`src/sram_host_pkg.sv`:
```
// Purpose: Constants for the 1K x 4 static memory host controller
// Assumes: 10 MHz system clock, 100 ns period
// Notes:   Times in ns, cycle counts derived from the clock period
package sram_host_pkg;
  localparam int CLK_PERIOD_NS     = 100;
  localparam int ADDR_W            = 10;
  localparam int DATA_W            = 4;
  // Least times the host must honour, in ns
  localparam int ADDR_SETUP_NS     = 15;
  localparam int SELECT_WRITE_NS   = 50;   // overlap, select falls late
  localparam int ADDR_TO_END_NS    = 65;   // overlap otherwise, and address
  localparam int WRITE_RECOVERY_NS = 5;    // write_recovery_interval
  localparam int DATA_HOLD_NS      = 5;
  // Longest times the memory takes, in ns
  localparam int READ_ACCESS_NS    = 70;
  localparam int DESELECT_FLOAT_NS = 40;   // deselect_float_interval
  localparam int WRITE_FLOAT_NS    = 35;

  function automatic int ns_to_cycles(input int ns);
    int c;
    c = (ns + CLK_PERIOD_NS - 1) / CLK_PERIOD_NS;
    return (c < 1) ? 1 : c;
  endfunction

  localparam int SETUP_CYC   = ns_to_cycles(ADDR_SETUP_NS);
  localparam int WRITE_CYC   = ns_to_cycles(ADDR_TO_END_NS);
  localparam int RECOVER_CYC = ns_to_cycles(WRITE_RECOVERY_NS);
  localparam int ACCESS_CYC  = ns_to_cycles(READ_ACCESS_NS);
  localparam int FLOAT_CYC   = ns_to_cycles(DESELECT_FLOAT_NS);
  localparam int SYNC_STAGES = 2;   // Flops on the data inputs
  localparam int CNT_W       = 4;
endpackage

```
`src/sram_host_ctrl.sv`:
```
// Purpose: Host that reads and writes a 1K x 4 asynchronous static memory
// Assumes: Memory pins wired directly; read data resynchronised here
// Notes:   One request at a time; whole-cycle timing from a 100 ns clock
//          Reads pay two extra cycles for the input synchroniser
//          Write data is let go on the same edge the strobe rises
`timescale 1ns/1ps
`default_nettype none
module sram_host_ctrl
  import sram_host_pkg::*;
#(
  parameter int AW = ADDR_W,
  parameter int DW = DATA_W
)(
  input  wire logic          sys_clk_i,
  input  wire logic          srst_i,
  // User request side
  input  wire logic          req_valid_i,
  input  wire logic          req_write_i,
  input  wire logic [AW-1:0] req_addr_i,
  input  wire logic [DW-1:0] req_wdata_i,
  output logic               req_ready_o,
  output logic               rd_valid_o,
  output logic [DW-1:0]      rd_data_o,
  // Memory pins
  output logic [AW-1:0]      mem_addr_o,
  output logic               mem_select_n_o,
  output logic               mem_write_n_o,
  input  wire logic [DW-1:0] mem_data_i,
  output logic [DW-1:0]      mem_data_o,
  output logic               mem_data_oe_o
);
  // One-hot phases of a memory cycle
  typedef enum logic [5:0] {
    ST_IDLE    = 6'h01,
    ST_SETUP   = 6'h02,
    ST_WRITE   = 6'h04,
    ST_RECOVER = 6'h08,
    ST_READ    = 6'h10,
    ST_FLOAT   = 6'h20
  } state_e;

  // Phase state, timer handshake, captured request and input flops
  state_e           state_reg;
  state_e           state_next;
  logic             tmr_load;
  logic [CNT_W-1:0] tmr_value;
  logic             tmr_done;
  logic             wr_reg;
  logic [DW-1:0]    din_meta_reg;
  logic [DW-1:0]    din_sync_reg;

  // A request is taken only from idle; offers made while busy are lost
  function automatic logic takes_request(input state_e s, input logic v);
    return (s == ST_IDLE) && v;
  endfunction

  // Select spans both data phases, never setup, recovery or float
  function automatic logic in_select_phase(input state_e s);
    return (s == ST_WRITE) || (s == ST_READ);
  endfunction

  // Strobe and data drive share one phase so they rise and fall together
  function automatic logic in_write_phase(input state_e s);
    return (s == ST_WRITE);
  endfunction

  // A phase counts down to zero, so the load is one short of its length
  function automatic logic [CNT_W-1:0] phase_load(input int cycles);
    return CNT_W'(cycles - 1);
  endfunction

  sram_host_timer i_sram_host_timer (
    .sys_clk_i (sys_clk_i),
    .srst_i    (srst_i),
    .load_i    (tmr_load),
    .value_i   (tmr_value),
    .done_o    (tmr_done)
  );

  // Two flops on the data pins; the memory is asynchronous to us
  always_ff @(posedge sys_clk_i) begin
    if (srst_i) begin
      din_meta_reg <= '0;
      din_sync_reg <= '0;
    end else begin
      din_meta_reg <= mem_data_i;
      // Only this stage is read; the first may still be settling
      din_sync_reg <= din_meta_reg;
    end
  end

  // Phase sequencing; address set up before select, held after strobe
  always_comb begin
    state_next = state_reg;
    tmr_load   = 1'b0;
    tmr_value  = '0;
    case (state_reg)
      ST_IDLE: begin
        // Setup cycle lets the address settle before select falls
        if (takes_request(state_reg, req_valid_i)) begin
          state_next = ST_SETUP;
          tmr_load   = 1'b1;
          tmr_value  = phase_load(SETUP_CYC);
        end
      end
      ST_SETUP: begin
        if (tmr_done) begin
          state_next = wr_reg ? ST_WRITE : ST_READ;
          tmr_load   = 1'b1;
          // Read waits access plus two sync stages
          tmr_value  = wr_reg ? CNT_W'(WRITE_CYC) :
                                CNT_W'(ACCESS_CYC + SYNC_STAGES);
        end
      end
      ST_WRITE: begin
        // Strobe and select rise here; address stays through recovery
        if (tmr_done) begin
          state_next = ST_RECOVER;
          tmr_load   = 1'b1;
          tmr_value  = phase_load(RECOVER_CYC);
        end
      end
      ST_RECOVER: begin
        if (tmr_done) begin
          state_next = ST_IDLE;
        end
      end
      ST_READ: begin
        // Select rises here; the memory gets a cycle to float
        if (tmr_done) begin
          state_next = ST_FLOAT;
          tmr_load   = 1'b1;
          tmr_value  = phase_load(FLOAT_CYC);
        end
      end
      ST_FLOAT: begin
        if (tmr_done) begin
          state_next = ST_IDLE;
        end
      end
      default: begin
        // Any illegal code falls back to idle
        state_next = ST_IDLE;
      end
    endcase
  end

  // Phase register
  always_ff @(posedge sys_clk_i) begin
    if (srst_i) begin
      state_reg <= ST_IDLE;
    end else begin
      state_reg <= state_next;
    end
  end

  // Capture request on acceptance; address stays put until idle
  always_ff @(posedge sys_clk_i) begin
    if (srst_i) begin
      wr_reg     <= 1'b0;
      mem_addr_o <= '0;
      mem_data_o <= '0;
    end else if (takes_request(state_reg, req_valid_i)) begin
      wr_reg     <= req_write_i;
      mem_addr_o <= req_addr_i;
      // Write data waits on the pins; only the enable puts it out
      mem_data_o <= req_wdata_i;
    end
  end

  // Registered pins keep glitches off the asynchronous strobes
  // Select and strobe fall together, so outputs stay off
  always_ff @(posedge sys_clk_i) begin
    if (srst_i) begin
      mem_select_n_o <= 1'b1;
      mem_write_n_o  <= 1'b1;
      mem_data_oe_o  <= 1'b0;
    end else begin
      mem_select_n_o <= !in_select_phase(state_next);
      mem_write_n_o  <= !in_write_phase(state_next);
      // Drive only in the overlap; released with the strobe rise
      mem_data_oe_o  <= in_write_phase(state_next);
    end
  end

  // Read data taken at the end of the access window
  // Pulse for one cycle; data holds until the next read
  always_ff @(posedge sys_clk_i) begin
    if (srst_i) begin
      rd_valid_o <= 1'b0;
      rd_data_o  <= '0;
    end else begin
      rd_valid_o <= 1'b0;
      if (state_reg == ST_READ && tmr_done) begin
        rd_valid_o <= 1'b1;
        rd_data_o  <= din_sync_reg;
      end
    end
  end

  // Ready straight from the phase register, no added latency
  assign req_ready_o = (state_reg == ST_IDLE);
endmodule
`default_nettype wire

```
`src/sram_host_timer.sv`:
```
// Purpose: Down counter timing each phase of a memory cycle
// Assumes: Load and count on sys_clk_i, synchronous reset
// Notes:   done_o is high while the count is zero
`timescale 1ns/1ps
`default_nettype none
module sram_host_timer
  import sram_host_pkg::*;
(
  input  wire logic             sys_clk_i,
  input  wire logic             srst_i,
  input  wire logic             load_i,
  input  wire logic [CNT_W-1:0] value_i,
  output logic                  done_o
);
  logic [CNT_W-1:0] count_reg;

  // Load wins over counting so each phase starts afresh
  always_ff @(posedge sys_clk_i) begin
    if (srst_i) begin
      count_reg <= '0;
    end else if (load_i) begin
      count_reg <= value_i;
    end else if (count_reg != '0) begin
      count_reg <= count_reg - 1'b1;
    end
  end

  assign done_o = (count_reg == '0);
endmodule
`default_nettype wire

```
`config.mk`:
```
export PLATFORM = sky130hd
export DESIGN_NAME = sram_host_ctrl
export DESIGN_NICKNAME = d
export VERILOG_FILES = /design/src/sram_host_pkg.sv /design/src/sram_host_ctrl.sv /design/src/sram_host_timer.sv
export SDC_FILE = /design/constraint.sdc
export NUM_CORES = 1
export LEC_CHECK = 0
export BUFFER_PORTS_ARGS = -buffer_cell sky130_fd_sc_hd__buf_2
export CAP_MARGIN = 20
export CORE_MARGIN = 2
export CORE_UTILIZATION = 40
export DETAILED_ROUTE_END_ITERATION = 16
export PLACE_DENSITY = 0.61
export SLEW_MARGIN = 10
export SYNTH_ARGS = -nofsm -noshare
export SYNTH_HDL_FRONTEND = slang
export SYNTH_SLANG_ARGS = --single-unit
```
`constraint.sdc`:
```
create_clock -name sys_clk_i -period 3 [get_ports sys_clk_i]
set_input_delay 0.3 -clock sys_clk_i [delete_from_list [all_inputs] [get_ports sys_clk_i]]
set_output_delay 0.3 -clock sys_clk_i [all_outputs]
set_load 0.05 [all_outputs]
```
# Yosys cells after proc, flatten, opt, wreduce, memory -nomap -nowiden
# Index checks and enable logic that the tools add are counted.
[totals] regBits=41 input_bits=22 wordCells=47
[op_classes] n_addsub=1 eq_ne=8 muxes=16 reduce_logical=10
[op_table] cell="two-way mux 6 bit" n=5
[op_table] cell="case mux 6 bit (5 select lines)" n=1
[op_table] cell="== test 6 x 3 -> 1 bit, second input constant" n=2
[op_table] cell="== test 6 x 5 -> 1 bit, second input constant" n=2
[op_table] cell="two-way mux 4 bit" n=2
[op_table] cell="== test 6 x 1 -> 1 bit, second input constant" n=1
[op_table] cell="== test 6 x 2 -> 1 bit, second input constant" n=1
[op_table] cell="== test 6 x 4 -> 1 bit, second input constant" n=1
[op_table] cell="== test 6 bit, second input constant" n=1
[op_table] cell="two-way mux 2 bit" n=3
[op_table] cell="two-way mux 5 bit" n=1
[op_table] cell="zero test 4 bit" n=1
[op_table] cell="nonzero test 4 bit" n=1
[op_table] cell="subtractor 4 x 1 -> 4 bit, second input constant" n=1
[op_table] cell="two-way mux 1 bit" n=3
[op_table] cell="OR reduction 3 bit" n=1
[op_table] cell="logical AND 1 bit" n=2
[op_table] cell="zero test 1 bit" n=2
[op_table] cell="case mux 1 bit (2 select lines)" n=1
[op_table] cell="nonzero test 2 bit" n=1
[op_table] cell="OR reduction 2 bit" n=1
[op_table] cell="logical OR 1 bit" n=1

# Logic depth before layout (Yosys ltp)
# Gate-level depths: netlist (run 1).
[depth] depth_word=7 depth_mapped=7 mapped_depth_nobuf=6

# Hierarchy
# A second synthesis (run 1) with hierarchy kept.
[unflattened] cells_unflattened=190 area_unflattened_um2=1714.1
[modules_own_cells] module="sram_host_ctrl" n_inst=1 cells_each=166 area_each_um2=1485.2 seq_area_each_um2=740.7
[modules_own_cells] module="sram_host_timer" n_inst=1 cells_each=24 area_each_um2=229.0 seq_area_each_um2=80.1

# Worst setup path before layout (run 1)
# Ideal clock, no wire load.
[synth_path] kind="flip-flop to flip-flop" start="register i_sram_host_timer.count_reg[0]" end="register rd_data_o[0]" setup_time_ns=0.128 arrival_ns=1.445 path_slack_ns=1.427 stages_incl_launch_ff=7 cell_sequence="dfxtp_1 inv_1 ha_1 nor3b_2 nand4_2 mux2i_1 nor2_1"
[synth_via] elab_chain_len=2
[synth_rtl] item="start, declared" line_no="sram_host_timer.sv:15" rtl="logic [CNT_W-1:0] count_reg;"
[synth_rtl] item="start signal, assigned" line_no="sram_host_timer.sv:22" rtl="count_reg <= value_i;"
[synth_rtl] item="start signal, assigned" line_no="sram_host_timer.sv:24" rtl="count_reg <= count_reg - 1'b1;"
[synth_rtl] item="zero test 4 bit" line_no="sram_host_timer.sv:28" rtl="assign done_o = (count_reg == '0);"
[synth_rtl] item="logical AND 1 bit" line_no="sram_host_ctrl.sv:194" rtl="if (state_reg == ST_READ && tmr_done) begin"
[synth_rtl] item="end signal, assigned" line_no="sram_host_ctrl.sv:196" rtl="rd_data_o <= din_sync_reg;"
[synth_rtl] item="end, declared" line_no="sram_host_ctrl.sv:23" rtl="output logic [DW-1:0] rd_data_o,"
# Every way passes these cells.
# A chain may end at the register's enable or synchronous reset.

# Final worst setup path (run 1)
[layout_path] start="register i_sram_host_timer.count_reg[0]" end="register rd_data_o[3]"
# Same word-level chain as after synthesis.

==> run metrics, run 1 <==
GP Congestion 0.860; total setup buffers inserted after CTS 0; Total Routing Usage GR 15.1%; # H-tree levels 2; DRT antenna net count 0; Slew @ Worst Pin 675 ps; DRT Pass-1 Iters 4; status finished, final reports clean; switching share of power roughly 34%; Final Max Tran Viols 0; share of cells above drive strength 1 26.5%; Cell Pwr Density 701 mW/mm²; peak fanout along the critical path 10; Most used DFF post-synth dfxtp_1; Boundary Pins between 40 and 50; Pint 877 µW; # DRC 0; initial DRC count 88; post_cts resized 0; EDFF count, synth 0; crit share post-route 61.8%; diode count 0; Clk Latency, worst-skew pair about 290 ps; area of the multi-input gates roughly 700 µm²; most frequent cells in the layout 44 x buf_2, 41 x dfxtp_1, 34 x nand2_1; largest net degree at the start of global routing 39; sequential fraction of the synthesis area 51.0%; Largest register FFs 10; cts hold-fix bufs 0; min Tclk post-route 1850 ps; Synth-to-Final Area Change 17.3%; #FFs+latches synth 41; Sequential Area 821 µm²; vias per cell 4.94; Distinct cells, synth 36; clock share of power 24.4%; drt wl/cell between 10 and 15 µm; clk sinks slightly above 40; worst endpoint required time 3150 ps; Buffers on Ports 44; Fmax approximately 540 MHz; Setup WS post-layout 1150 ps; mapped cell area 0.00161 mm²; TritonCTS Buffers 5; most common cell after layout, fill and taps aside buf_2; Die Y between 60 and 70 µm; CTS clk-pin slew, worst paths ~70 ps; vias in the first global route around 1,100; Max VDD drop between 0.0003 and 0.0004 V; first-pass GRT wire length 5.12 mm; Final nets 240; MaxCap Viol Count 0; DR vias around 1,300; Core Area 0.00394 mm²; Avg Cell Area, Syn 9.04 µm²; GRT overflow 0; Clk Tree Root Cell clkbuf_8; sequential power share 47.3%; post-DP HPWL 2.03 mm; CTS tree done; DIE AREA 0.00455 mm²; ys async rst share 0%; Critical Path Sink Type flip-flop; Switch Pwr 448 µW; die extent in x 67.4 µm; P_leak 0.827 nW; Post-Synthesis Cells 178; routed wire length ~3.2 mm; initial core utilization 40.8%; setup violators final 0; CTS max path bufs 2; Worst EP arrival 2000 ps; post-layout util 47.9%; clock skew 8.52 ps; synth warn 0; Setup crit start kind flip-flop; RSZ-0062 raised after global routing no; worst slack at placement 1150 ps; Final Hold Viols 0; type of the worst setup path flip-flop to flip-flop; Fill cells 383; Syn Nets 202; initial antenna violation count 0; slew margin rel. a little under three fifths; setup_tns 0 ps; Site Rows 23; Gate power share 28.3%; hold crit path type input pin to flip-flop
==> through the flow <==
step / power (mW) / std cells / instance area, µm² / hold slack, ps
after floorplan: 0.945 / 178 / 1610 / 414
after global placement: 1.01 / 259 / 1810 / 417
after detailed placement: 1.01 / 259 / 1810 / 424
after CTS: 1.34 / 265 / 1890 / 212
after global routing: 1.41 / 265 / 1890 / 223
final: 1.32 / 265 / 1890 / 223
==> area by class of cell <==
cell class | count | share of cell area [%]
clock buffer | 5 | 3.64
clock inverter | 1 | 0.265
inverter | 3 | 0.596
multi-input combinational | 121 | 37.0
sequential | 41 | 43.5
tap | 50 | 3.31
timing repair buffer | 44 | 11.7
==> cell usage after synthesis (2+ instances only) <==
cell type   n  area share (%)
a21oi_1    21             6.5
ha_1        2             1.6
inv_1       3            0.70
or3b_1      2             1.1
nor2b_1     9             3.5
xnor2_1     3             1.6
a31oi_1     2            0.78
nand4_1     4             1.6
buf_2       2            0.62
nor2_1     12             2.8
nand4_2     2             1.6
clkbuf_1    4            0.93
nand2_1    34             7.9
buf_4       5             2.3
nor3_1      4             1.2
mux2i_1     4             2.5
nor3b_1     2            0.93
nor4_1      4             1.6
or3_1       2            0.78
dfxtp_1    41              51
==> power groups by stage <==
stage                     Clock, mW  Combinational (mW)  Sequential [mW]
final                         0.324               0.375            0.626
after global routing          0.360               0.420            0.632
after CTS                     0.343               0.375            0.626
after detailed placement          0               0.374            0.638
after global placement            0               0.374            0.637
after floorplan                   0               0.267            0.678
==> cells by family (layout without fill, tap and decap cells) <==
kind of cell / count (synthesis) / in the layout / share of synthesized area, %
adders and majority gates: 2 / 2 / 1.55
and+or+nand+nor: 84 / 84 / 27.8
muxes: 4 / 4 / 2.49
AOI/OAI and AO/OA: 27 / 27 / 9.49
xor gates and xnor gates: 4 / 4 / 2.18
DFF: 41 / 41 / 51.0
buffers and inverters: 16 / 53 / 5.52
==> final timing paths <==
check / depth (start not counted) / slack [ps] / from / to
hold reg to reg: 1 / 440 / din_meta_reg[0]$_SDFF_PP0_ / din_sync_reg[0]$_SDFF_PP0_
setup reg to reg: 6 / 1150 / i_sram_host_timer.count_reg[0]$_SDFFE_PP0P_ / rd_data_o[3]$_SDFFE_PP0P_
setup / recovery: 6 / 1150 / i_sram_host_timer.count_reg[0]$_SDFFE_PP0P_ / rd_data_o[3]$_SDFFE_PP0P_
hold / removal: 2 / 220 / mem_data_i[0] / din_meta_reg[0]$_SDFF_PP0_
==> worst max-delay path, cell delays in order (launching register included) <==
cell	delay, ps
dfxtp_1	320
inv_1	110
ha_1	180
nor3b_2	510
nand4_2	330
mux2i_1	220
nor2_1	50
==> routing by layer <==
layer / track usage [%] / wire length [µm] / share of wire, %
met5: 0 / 0 / 0
met4: 8.93 / 60 / 1.9
met2: 21.2 / 1400 / 44
met1: 20.5 / 1550 / 49
met3: 4.33 / 155 / 4.9
No activity file was read; power rests on OpenSTA's default activity.
==> run 2: changes to the inputs <==
clock period = 1.9 ns   (was 3 ns; I/O delays follow)
==> run metrics, run 2 (synthesis gave the netlist of run 1 again) <==
Final Hold Viols 0; WL met2 approximately 1.4 mm; # H-tree levels 2; share of cells above drive strength 1 28.4%; cts hold-fix bufs 0; Synth-to-Final Area Change 22.7%; DIE AREA 0.00455 mm²; setup violators final 0; Die Y about 67 µm; type of the worst setup path flip-flop to output port; peak fanout along the critical path 8; DR vias 1,302; GP Congestion 0.816; CTS clk-pin slew, worst paths 70 ps; Fmax 582 MHz; GRT overflow 0; vias per cell 4.79; Max VDD drop 0.000568 V; # DRC 0; slew margin rel. 55.1%; TritonCTS Buffers 5; DRT antenna net count 0; Final nets 245; Critical Path Sink Type output port; Site Rows 23; clock skew 7.19 ps; CTS tree done; setup_tns 0 ps; initial core utilization 40.8%; Cell Pwr Density 1200 mW/mm²; routed wire length 3.15 mm; Clk Latency, worst-skew pair 290 ps; Slew @ Worst Pin between 600 and 700 ps; Buffers on Ports 44; worst endpoint required time 1710 ps; Final Max Tran Viols 0; dpl cell area about 0.0019 mm²; Clk Tree Root Cell clkbuf_8; hold crit path type input pin to flip-flop; CTS max path bufs 2; drt wl/cell 11.6 µm; die extent in x 67.4 µm; Fill cells 386; Largest register FFs 10; Boundary Pins 45; diode count 0; DR top layer met4; RSZ-0062 raised after global routing no; Design Area, Final 0.00197 mm²; P_leak between 0.8 and 0.9 nW; clk sinks 41; initial DRC count a little under 90; crit share post-route 90.5%; status finished, final reports clean; DRT met1 WL 1.55 mm; min Tclk post-route 1720 ps; WL met3 151 µm; most frequent cells in the layout 44 x buf_2, 41 x dfxtp_1, 34 x nand2_1; most common cell after layout, fill and taps aside buf_2; vias in the first global route 1,150; first-pass GRT wire length 5.09 mm; Core Area 0.00394 mm²; Setup crit start kind flip-flop; DRT Pass-1 Iters 4; Total Routing Usage GR 15.1%; largest net degree at the start of global routing 39; MaxCap Viol Count 0; initial antenna violation count 0; Worst EP arrival 1530 ps; post-DP HPWL 2.21 mm
-- run 2: cell count changes in the layout (fill, tap and decap cells not counted) --
| cell | before | now |
|---|---|---|
| clkbuf_1 | 0 | 1 |
| nor3b_2 | 1 | 0 |
| clkinv_2 | 1 | 0 |
| nor3b_4 | 0 | 1 |
| bufinv_16 | 0 | 1 |
| clkbuf_8 | 5 | 6 |
| buf_4 | 0 | 5 |
-- run 2: area by class of cell --
| cell class | count | area [µm²] | share of cell area [%] |
|---|---|---|---|
| Sequential cell | 41 | 821 | 41.6 |
| Multi-Input combinational cell | 121 | 706 | 35.7 |
| Timing Repair Buffer | 49 | 258 | 13.1 |
| Clock buffer | 7 | 86.3 | 4.37 |
| Tap cell | 50 | 62.6 | 3.17 |
| Clock inverter | 1 | 30.0 | 1.52 |
| Inverter | 3 | 11.3 | 0.570 |
-- run 2: report_power, final --
part | switching [mW] | total, mW | internal (mW)
clock | 0.284 | 0.712 | 0.428
combinational | 0.404 | 0.670 | 0.266
sequential | 0.0612 | 0.992 | 0.931
total | 0.749 | 2.37 | 1.63
-- run 2: per-stage QoR --
step	hold slack, ps	setup slack, ps	std cells	power (mW)	utilization (%)
3_5_place_dp	408	204	264	1.65	47.0
3_3_place_gp	399	184	264	1.66	47.0
4_1_cts	99.2	157	272	2.37	49.9
6_report	103	181	272	2.37	50.1
2_1_floorplan	318	327	178	1.49	-
5_1_grt	115	71.1	272	2.49	50.1
-- run 2: repair_timing --
item                                    CTS  global route
endpoints found under the hold margin     0             0
endpoints found under the setup margin    0             2
buffers inserted                          0             0
gates resized for setup                   0             1
-- run 2: worst max-delay path, cell delays in order (launching register included) --
cell	delay [ps]
dfxtp_1	340
buf_4	170
nor4_1	300
and2_1	170
buf_2	260
-- run 2: worst paths after layout --
path,start,to,slack (ps),depth (start not counted)
max,state_reg[2]$_SDFF_PP0_,req_ready_o,180,4
min reg2reg,din_meta_reg[0]$_SDFF_PP0_,din_sync_reg[0]$_SDFF_PP0_,450,1
max reg2reg,i_sram_host_timer.count_reg[0]$_SDFFE_PP0P_,i_sram_host_timer.count_reg[0]$_SDFFE_PP0P_,220,6
min,mem_data_i[0],din_meta_reg[0]$_SDFF_PP0_,100,2
-- run 2: routing by layer --
| layer | vias up | track usage, % |
|---|---|---|
| met2 | 26 | 22.2 |
| met4 | 0 | 6.89 |
| met1 | 588 | 20.1 |
| met5 | - | 0 |
| li1 | 682 | - |
| met3 | 6 | 4.83 |
